`src/shared/lop_pkg.sv`:
```
/*
  Shared constants for the logical-operation and pointer-setup execution block:
  instruction field layout, opcodes, register offsets, field positions and
  reset values.
  Assumes a single 25 MHz core clock and a plain strobe register port.
*/
package lop_pkg;

  // Data and field widths
  localparam int unsigned DATA_W   = 32;
  localparam int unsigned REGNUM_W = 8;
  localparam int unsigned ADDR_W   = 8;
  localparam int unsigned OPC_W    = 8;
  localparam int unsigned LIT_W    = 8;

  // Instruction word field positions
  localparam int unsigned OPC_HI   = 31;
  localparam int unsigned OPC_LO   = 24;
  localparam int unsigned RES_HI   = 23;
  localparam int unsigned RES_LO   = 16;
  localparam int unsigned FST_HI   = 15;
  localparam int unsigned FST_LO   = 8;
  localparam int unsigned SND_HI   = 7;
  localparam int unsigned SND_LO   = 0;
  localparam int unsigned LIT_SEL_BIT = 0;  // Lowest opcode bit selects the literal

  // Opcodes with the literal-select bit cleared
  localparam logic [OPC_W-1:0] OPC_NAND  = 8'h9A;
  localparam logic [OPC_W-1:0] OPC_NOR   = 8'h96;
  localparam logic [OPC_W-1:0] OPC_OR    = 8'h92;
  localparam logic [OPC_W-1:0] OPC_LOAD_PTRS = 8'h9E;
  localparam logic [OPC_W-1:0] OPC_BASE_MASK = 8'hFE;

  // Register offsets (byte addresses)
  localparam logic [ADDR_W-1:0] REG_CTRL      = 8'h00;
  localparam logic [ADDR_W-1:0] REG_BANK_PROT = 8'h04;
  localparam logic [ADDR_W-1:0] REG_IRQ_STAT  = 8'h08;
  localparam logic [ADDR_W-1:0] REG_IRQ_MASK  = 8'h0C;
  localparam logic [ADDR_W-1:0] REG_POINTERS  = 8'h10;
  localparam logic [ADDR_W-1:0] REG_FLAGS     = 8'h14;

  // Control fields
  localparam int unsigned CTRL_USER_BIT = 0;

  // Register bank protection: one bit per bank of sixteen registers
  localparam int unsigned BANK_W     = 16;
  localparam int unsigned BANK_SEL_HI = 7;
  localparam int unsigned BANK_SEL_LO = 4;

  // Event bits of status and mask
  localparam int unsigned EV_W        = 3;
  localparam int unsigned EV_PROT     = 0;
  localparam int unsigned EV_PTR_LOAD = 1;
  localparam int unsigned EV_BAD_OPC  = 2;

  // Flag register fields
  localparam int unsigned FLAG_Z_BIT = 0;
  localparam int unsigned FLAG_N_BIT = 1;

  // Pointer register fields
  localparam int unsigned PTR_FST_LO = 0;
  localparam int unsigned PTR_SND_LO = 8;
  localparam int unsigned PTR_RES_LO = 16;

  // Reset values
  localparam logic [DATA_W-1:0]   RST_DATA   = 32'h0000_0000;
  localparam logic [BANK_W-1:0]   RST_BANK   = 16'h0000;
  localparam logic [EV_W-1:0]     RST_EV     = 3'h0;
  localparam logic [REGNUM_W-1:0] RST_REGNUM = 8'h00;

  // Operation kinds for the logic unit and the decoder
  typedef enum logic [2:0] {
    LOP_NONE,
    LOP_NAND,
    LOP_NOR,
    LOP_OR,
    LOP_LOAD_PTRS
  } lop_kind_e;

endpackage

```
`src/core/lop_exec.sv`:
```
/*
  Execution block for the NAND, NOR and OR instructions and for the
  indirect-pointer load, with bank protection, a status/mask interrupt and a
  plain strobe register port.
  Assumes the register file answers the two read addresses in the same cycle,
  instruction words arrive on clk_sys, and software drives the register port
  on clk_sys with one-cycle strobes.
*/
// Strobed register access and the register addresses were chosen for this implementation.
module lop_exec
(
  input  wire logic                            clk_sys,
  input  wire logic                            rstn,
  // Instruction issue
  input  wire logic                            instr_valid,
  input  wire logic [lop_pkg::DATA_W-1:0]      instr_word,
  // Register file read ports
  output logic [lop_pkg::REGNUM_W-1:0]         rf_addr_first,
  output logic [lop_pkg::REGNUM_W-1:0]         rf_addr_second,
  input  wire logic [lop_pkg::DATA_W-1:0]      rf_data_first,
  input  wire logic [lop_pkg::DATA_W-1:0]      rf_data_second,
  // Result write-back
  output logic                                 result_valid,
  output logic [lop_pkg::REGNUM_W-1:0]         result_target,
  output logic [lop_pkg::DATA_W-1:0]           result_data,
  // Condition flags
  output logic                                 flag_n,
  output logic                                 flag_z,
  output logic                                 flag_update,
  // Indirect pointers and trap
  output logic [lop_pkg::REGNUM_W-1:0]         first_indirect_pointer,
  output logic [lop_pkg::REGNUM_W-1:0]         second_indirect_pointer,
  output logic [lop_pkg::REGNUM_W-1:0]         result_indirect_pointer,
  output logic                                 prot_trap,
  // Register port
  input  wire logic [lop_pkg::ADDR_W-1:0]      reg_addr,
  input  wire logic [lop_pkg::DATA_W-1:0]      reg_wdata,
  input  wire logic                            reg_wr,
  input  wire logic                            reg_rd,
  output logic [lop_pkg::DATA_W-1:0]           reg_rdata,
  // Interrupt
  output logic                                 irq
);
  import lop_pkg::*;

  // Field extraction, shared by decode and protection check
  function automatic logic [REGNUM_W-1:0] field_of(input logic [DATA_W-1:0] w,
                                                   input int unsigned lo);
    field_of = w[lo +: REGNUM_W];
  endfunction

  // Protection lookup for one absolute register number
  function automatic logic is_protected(input logic [REGNUM_W-1:0] regnum,
                                        input logic [BANK_W-1:0] prot);
    is_protected = prot[regnum[BANK_SEL_HI:BANK_SEL_LO]];
  endfunction

  // Decoded fields
  logic [OPC_W-1:0]    opcode;
  logic [REGNUM_W-1:0] fld_result;
  logic [REGNUM_W-1:0] fld_first;
  logic [REGNUM_W-1:0] fld_second;
  logic                lit_sel;
  lop_kind_e           kind;
  logic [DATA_W-1:0]   second_operand;
  logic [DATA_W-1:0]   lu_result;
  logic                lu_neg;
  logic                lu_zero;
  logic                any_protected;

  // Stage and pointer state
  logic                next_result_valid;
  logic [REGNUM_W-1:0] next_result_target;
  logic [DATA_W-1:0]   next_result_data;
  logic                next_flag_n;
  logic                next_flag_z;
  logic                next_flag_update;
  logic                next_prot_trap;
  logic                ptr_pending;
  logic                next_ptr_pending;
  logic [REGNUM_W-1:0] pend_first;
  logic [REGNUM_W-1:0] pend_second;
  logic [REGNUM_W-1:0] pend_result;
  logic [REGNUM_W-1:0] next_pend_first;
  logic [REGNUM_W-1:0] next_pend_second;
  logic [REGNUM_W-1:0] next_pend_result;
  logic [REGNUM_W-1:0] next_first_ptr;
  logic [REGNUM_W-1:0] next_second_ptr;
  logic [REGNUM_W-1:0] next_result_ptr;

  // Software registers
  logic                user_mode;
  logic                next_user_mode;
  logic [BANK_W-1:0]   bank_prot;
  logic [BANK_W-1:0]   next_bank_prot;
  logic [EV_W-1:0]     irq_stat;
  logic [EV_W-1:0]     next_irq_stat;
  logic [EV_W-1:0]     irq_mask;
  logic [EV_W-1:0]     next_irq_mask;
  logic [EV_W-1:0]     events;
  logic [DATA_W-1:0]   next_reg_rdata;

  // Instruction decode
  always_comb
  begin
    opcode     = instr_word[OPC_HI:OPC_LO];
    fld_result = field_of(instr_word, RES_LO);
    fld_first  = field_of(instr_word, FST_LO);
    fld_second = field_of(instr_word, SND_LO);
    lit_sel    = opcode[LIT_SEL_BIT];
    case (opcode & OPC_BASE_MASK)
      OPC_NAND: kind = LOP_NAND;
      OPC_NOR:  kind = LOP_NOR;
      OPC_OR:   kind = LOP_OR;
      OPC_LOAD_PTRS: kind = lit_sel ? LOP_NONE : LOP_LOAD_PTRS;
      default:  kind = LOP_NONE;
    endcase
  end

  // Register file addressing and second operand selection
  assign rf_addr_first  = fld_first;
  assign rf_addr_second = fld_second;
  assign second_operand = lit_sel ? {{(DATA_W-LIT_W){1'b0}}, fld_second}
                                  : rf_data_second;

  // Bitwise function unit
  lop_logic_unit u_logic
  (
    .kind           (kind),
    .first_operand  (rf_data_first),
    .second_operand (second_operand),
    .result         (lu_result),
    .neg            (lu_neg),
    .zero           (lu_zero)
  );

  // Protection check over the three absolute register numbers
  assign any_protected = is_protected(fld_first, bank_prot)
                       | is_protected(fld_second, bank_prot)
                       | is_protected(fld_result, bank_prot);

  // Execute stage: results, flags, trap and pointer staging
  always_comb
  begin
    next_result_valid  = 1'b0;
    next_result_target = result_target;
    next_result_data   = result_data;
    next_flag_n        = flag_n;
    next_flag_z        = flag_z;
    next_flag_update   = 1'b0;
    next_prot_trap     = 1'b0;
    next_ptr_pending   = 1'b0;
    next_pend_first    = pend_first;
    next_pend_second   = pend_second;
    next_pend_result   = pend_result;
    next_first_ptr     = first_indirect_pointer;
    next_second_ptr    = second_indirect_pointer;
    next_result_ptr    = result_indirect_pointer;
    events             = RST_EV;
    // Staged pointer values land one cycle after the load
    if (ptr_pending)
    begin
      next_first_ptr  = pend_first;
      next_second_ptr = pend_second;
      next_result_ptr = pend_result;
    end
    if (instr_valid)
    begin
      case (kind)
        LOP_NAND, LOP_NOR, LOP_OR:
        begin
          next_result_valid  = 1'b1;
          next_result_target = fld_result;
          next_result_data   = lu_result;
          next_flag_n        = lu_neg;
          next_flag_z        = lu_zero;
          next_flag_update   = 1'b1;
        end
        LOP_LOAD_PTRS:
        begin
          if (user_mode && any_protected)
          begin
            next_prot_trap      = 1'b1;
            events[EV_PROT]     = 1'b1;
          end
          else
          begin
            next_ptr_pending    = 1'b1;
            next_pend_first     = fld_first;
            next_pend_second    = fld_second;
            next_pend_result    = fld_result;
            events[EV_PTR_LOAD] = 1'b1;
          end
        end
        default:
        begin
          events[EV_BAD_OPC] = 1'b1;
        end
      endcase
    end
  end

  // Execute stage registers
  always_ff @(posedge clk_sys or negedge rstn)
  begin
    if (!rstn)
    begin
      result_valid            <= 1'b0;
      result_target           <= RST_REGNUM;
      result_data             <= RST_DATA;
      flag_n                  <= 1'b0;
      flag_z                  <= 1'b0;
      flag_update             <= 1'b0;
      prot_trap               <= 1'b0;
      ptr_pending             <= 1'b0;
      pend_first              <= RST_REGNUM;
      pend_second             <= RST_REGNUM;
      pend_result             <= RST_REGNUM;
      first_indirect_pointer  <= RST_REGNUM;
      second_indirect_pointer <= RST_REGNUM;
      result_indirect_pointer <= RST_REGNUM;
    end
    else
    begin
      result_valid            <= next_result_valid;
      result_target           <= next_result_target;
      result_data             <= next_result_data;
      flag_n                  <= next_flag_n;
      flag_z                  <= next_flag_z;
      flag_update             <= next_flag_update;
      prot_trap               <= next_prot_trap;
      ptr_pending             <= next_ptr_pending;
      pend_first              <= next_pend_first;
      pend_second             <= next_pend_second;
      pend_result             <= next_pend_result;
      first_indirect_pointer  <= next_first_ptr;
      second_indirect_pointer <= next_second_ptr;
      result_indirect_pointer <= next_result_ptr;
    end
  end

  // Register port: writes, sticky status with set winning over clear, reads
  always_comb
  begin
    next_user_mode = user_mode;
    next_bank_prot = bank_prot;
    next_irq_mask  = irq_mask;
    next_irq_stat  = irq_stat;
    next_reg_rdata = RST_DATA;
    if (reg_wr)
    begin
      case (reg_addr)
        REG_CTRL:      next_user_mode = reg_wdata[CTRL_USER_BIT];
        REG_BANK_PROT: next_bank_prot = reg_wdata[BANK_W-1:0];
        REG_IRQ_STAT:  next_irq_stat  = irq_stat & ~reg_wdata[EV_W-1:0];
        REG_IRQ_MASK:  next_irq_mask  = reg_wdata[EV_W-1:0];
        default:       next_user_mode = user_mode;
      endcase
    end
    next_irq_stat = next_irq_stat | events;  // New events beat a same-cycle clear
    if (reg_rd)
    begin
      case (reg_addr)
        REG_CTRL:      next_reg_rdata[CTRL_USER_BIT] = user_mode;
        REG_BANK_PROT: next_reg_rdata[BANK_W-1:0]    = bank_prot;
        REG_IRQ_STAT:  next_reg_rdata[EV_W-1:0]      = irq_stat;
        REG_IRQ_MASK:  next_reg_rdata[EV_W-1:0]      = irq_mask;
        REG_POINTERS:
        begin
          next_reg_rdata[PTR_FST_LO +: REGNUM_W] = first_indirect_pointer;
          next_reg_rdata[PTR_SND_LO +: REGNUM_W] = second_indirect_pointer;
          next_reg_rdata[PTR_RES_LO +: REGNUM_W] = result_indirect_pointer;
        end
        REG_FLAGS:
        begin
          next_reg_rdata[FLAG_Z_BIT] = flag_z;
          next_reg_rdata[FLAG_N_BIT] = flag_n;
        end
        default:       next_reg_rdata = RST_DATA;  // Unmapped reads return zero
      endcase
    end
  end

  // Register port state
  always_ff @(posedge clk_sys or negedge rstn)
  begin
    if (!rstn)
    begin
      user_mode <= 1'b0;
      bank_prot <= RST_BANK;
      irq_stat  <= RST_EV;
      irq_mask  <= RST_EV;
      reg_rdata <= RST_DATA;
    end
    else
    begin
      user_mode <= next_user_mode;
      bank_prot <= next_bank_prot;
      irq_stat  <= next_irq_stat;
      irq_mask  <= next_irq_mask;
      reg_rdata <= next_reg_rdata;
    end
  end

  // Level interrupt while any unmasked status bit is set
  assign irq = |(irq_stat & irq_mask);

endmodule

```
`src/core/lop_logic_unit.sv`:
```
/*
  Bitwise logic unit: NAND, NOR and OR of two 32-bit operands, with the
  negative and zero flags of the result.
  Purely combinational; the caller registers the outputs.
*/
module lop_logic_unit
(
  input  lop_pkg::lop_kind_e           kind,
  input  wire logic [lop_pkg::DATA_W-1:0] first_operand,
  input  wire logic [lop_pkg::DATA_W-1:0] second_operand,
  output logic [lop_pkg::DATA_W-1:0]   result,
  output logic                         neg,
  output logic                         zero
);
  import lop_pkg::*;

  // Function select and flag derivation
  always_comb
  begin
    case (kind)
      LOP_NAND: result = ~(first_operand & second_operand);
      LOP_NOR:  result = ~(first_operand | second_operand);
      LOP_OR:   result = first_operand | second_operand;
      default:  result = RST_DATA;
    endcase
    neg  = result[DATA_W-1];
    zero = (result == RST_DATA);
  end

endmodule

```
`config.mk`:
```
export PLATFORM = sky130hd
export DESIGN_NAME = lop_exec
export DESIGN_NICKNAME = d
export VERILOG_FILES = /design/src/shared/lop_pkg.sv /design/src/core/lop_exec.sv /design/src/core/lop_logic_unit.sv
export SDC_FILE = /design/constraint.sdc
export NUM_CORES = 1
export LEC_CHECK = 0
export ABC_AREA = 1
export BUFFER_PORTS_ARGS = -buffer_cell sky130_fd_sc_hd__buf_2
export CORE_MARGIN = 2
export CORE_UTILIZATION = 51
export CTS_CLUSTER_SIZE = 10
export DETAILED_ROUTE_END_ITERATION = 8
export PLACE_DENSITY = 0.81
export SLEW_MARGIN = 40
export SYNTH_ARGS = -nofsm -noshare
export SYNTH_HDL_FRONTEND = slang
export SYNTH_SLANG_ARGS = --single-unit
export TNS_END_PERCENT = 10
```
`constraint.sdc`:
```
create_clock -name clk_sys -period 2.17 [get_ports clk_sys]
set_clock_uncertainty 0.05 [all_clocks]
set_input_delay 0.434 -clock clk_sys [delete_from_list [all_inputs] [get_ports clk_sys]]
set_output_delay 0.434 -clock clk_sys [all_outputs]
set_load 0.05 [all_outputs]
```
==> impl_metrics.toml <==
[yosys]
synth_cell_types = 33
synth_top_area_share = 0.471
synth_warnings = 0
syn-cell-area_um2 = 7390
ys_ff_latch = 139
synth_top_area_cell = "dfrtp_1"
synth.area.top_cells = "dfrtp_1 47%, nand2_1 14%, inv_1 5.5%, o21ai_0 5.5%, nand3_1 5.0%"
syn_avg_cell_area_um2 = 7.53
seq_area_frac_synth = 0.471
synth_cells = 981

[worst_hold_path]
hold_depth = 3
hp-class = "in2reg"
min_from = "instr_word[17]"
min_to = "result_target[1]"

[placed_design]
place_inst = 1360
place_area_um2 = 8650
place_congestion = 0.878
pre_cts_ws_ns = 0.0137
port_buffers = 234
dp_hpwl_mm = 16.1

[finish]
fillers = 1211
seqCellArea_um2 = 3480
postLayoutCoreUtil = 0.664
multiInputGateArea_um2 = 3070
final_area_um2 = 9320
syn_to_final_growth_pct = 26.1
nNetsFinal = 1341
drive_gt1_frac = 0.256
final_cells = 1394

[worst_setup_path]
cp_data_required_time_ns = 2.42
worstSetupPathType = "reg2reg"
reg2reg_slack_ns = 0.20
crit_fanout = 26
cp.arrival_ns = 2.22
crit_family = "simple AND/OR/NAND/NOR gates"
r2r-end = "pend_first[4]"
rr_worst_depth = 12
reg2reg_from = "bank_prot[5]"
cp_common_cell = "nand2_1"
crit_path_start_kind = "register"
crit_chain = "inv_1 > nand2_1 > o211ai_1 > nand3_1 > nand3_1 > nand2_1 > nor2_1 > nand2_1 > nand2_4 > nand2_4 > nand2_1 > nand2_1"
critPathSlowestCell = "dfrtp_1"
crit_buf_inv = 1
slowest_delay_ns = 0.36
end_kind = "register"

[global_routing]
grt_pass1_vias = 6983
antenna_found_initial = 1
grt_overflow_total = 0
grt_pass1_wl_mm = 34.8
grt.total_usage = 0.281
grt_max_degree = 53

[floorplan]
start_util = 0.526
io_pins = 259
core.rowCount = 43
die_h_um = 124
dieArea_um2 = 15500
core_um2 = 14000
die_width_um = 124

[clock_tree]
root_buffer = "clkbuf_16"
cts.clk_slew.worst_paths_ns = 0.06
clockBufferDepth = 2
htree_levels = 4
cts_setup_buffers = 0
clk_latency_ns = 0.42
cts_buffers = 17
clock_sinks = 139
cts_tree = "yes"

[drt]
drc = 0
drt_iter0_drc = 603
num_vias = 7387
viasPerCell = 5.30
wl_per_cell_um = 15.5
first_pass_iters = 5
ant_nets = 0
routed_wl_mm = 21.6

[timing]
hold_ws_ns = 0.193
rsz0062_at_grt = "no"
finalMaxSlewViolations = 0
finalCriticalPeriod_ns = 1.97
worst_slew_pin_slew_ns = 0.766
fin_crit_sh = 0.906
setup_tns_ns = 0
setup_viol = 0
slew_headroom = 0.489
hold_viol_final = 0
setup_ws_ns = 0.204
maxClockFrequency_mhz = 509

[power_and_ir_drop]
max-vdd-ir-drop_mv = 0.563
power.total_mw = 7.28
power_density_nw_per_um2 = 781
p_leak_nw = 5.20

[run]
max-cap-violations = 0

[status]
status = "finished, final reports clean"
## worst reg2reg max path, cell delays in order (launching register included)
cell and delay [ns]:
dfrtp_1 0.36, inv_1 0.15, nand2_1 0.08, o211ai_1 0.12
nand3_1 0.13, nand3_1 0.12, nand2_1 0.07, nor2_1 0.09
nand2_1 0.10, nand2_4 0.16, nand2_4 0.22, nand2_1 0.15
nand2_1 0.06
## power breakdown
part | internal, mW | switching [mW] | leakage [nW]
sequential | 2.73 | 0.0800 | 1.84
combinational | 0.334 | 0.914 | 3.04
clock | 2.13 | 1.09 | 0.319
total | 5.19 | 2.09 | 5.20
## synth_stat cells
cell	number
or2_0	1
nand4_1	4
nor2_2	4
or2_2	1
nor3_1	7
o21ai_0	81
inv_2	4
and3_1	3
dfrtp_1	139
o21bai_1	1
buf_2	17
o31ai_1	9
o22ai_1	2
o32ai_1	12
nand3_1	74
a31oi_1	11
mux2_2	1
buf_6	6
a21oi_1	57
conb_1	1
nand2_2	2
nand3b_1	8
o211ai_1	10
nor2_1	81
nand2_1	275
o21ai_1	8
nand2_4	2
buf_4	31
nor2_4	2
a32o_1	1
inv_1	109
clkbuf_1	16
nor3_2	1
## repair_timing
item / CTS / global route
resized for setup: 0 / 0
endpoints found under the hold margin: 47 / 0
hold buffers: 1 / 0
## cells in the final DEF (no fill, tap or decap), types with 7 or more instances in the layout
cell	instances
clkbuf_16	17
o32ai_1	12
buf_2	233
o21ai_0	81
nand3_1	74
a31oi_1	11
nor3_1	7
inv_1	109
conb_1	8
o31ai_1	9
o21ai_1	8
nand3b_1	8
a21oi_1	57
o211ai_1	10
dfrtp_1	139
nand2_1	275
nor2_1	80
buf_4	23
## state kept, by name, summed over array words and instances, names as in the netlist, 3 cells and up
| register | flops |
|---|---|
| pend_first | 8 |
| pend_result | 8 |
| first_indirect_pointer | 8 |
| bank_prot | 16 |
| pend_second | 8 |
| irq_stat | 3 |
| reg_rdata | 24 |
| second_indirect_pointer | 8 |
| result_indirect_pointer | 8 |
| result_data | 32 |
| result_target | 8 |
| irq_mask | 3 |
## final cells by class
cell class | count | area share
Clock buffer | 21 | 0.0505
Multi-Input combinational cell | 666 | 0.330
Tap cell | 180 | 0.0242
Timing Repair Buffer | 263 | 0.157
Inverter | 113 | 0.0455
Clock inverter | 11 | 0.0203
Antenna cell | 1 | 0.000268
Sequential cell | 139 | 0.373
## kinds of logic (layout without fill, tap and decap cells)
| family | Yosys count | count (layout) | share of synthesized area |
|---|---|---|---|
| multiplexers | 1 | 1 | 0.00152 |
| AO/OA/AOI/OAI | 192 | 192 | 0.146 |
| AND/OR/NAND/NOR | 465 | 465 | 0.264 |
| flip-flops | 139 | 139 | 0.471 |
| other | 1 | 9 | 0.000507 |
| buffers and inverters | 183 | 408 | 0.118 |
## worst max-delay path by stage
| stage | start | endpoint | slack (ns) | cells past startpoint |
|---|---|---|---|---|
| global route | bank_prot[5] | pend_second[5] | 0.05 | 12 |
| floorplan | instr_word[12] | pend_result[3] | 0.39 | 13 |
| detailed placement | instr_word[30] | result_target[5] | 0.01 | 10 |
| global placement | instr_word[30] | result_data[7] | 0.11 | 11 |
| CTS | bank_prot[5] | pend_first[4] | 0.24 | 12 |
| finish | bank_prot[5] | pend_first[4] | 0.20 | 12 |
## routing by layer
metal	routed length (µm)	GRT usage
met1	8540	0.348
met2	10600	0.468
met3	1850	0.0730
met4	678	0.119
met5	0	0
No activity file was read; power rests on OpenSTA's default activity.
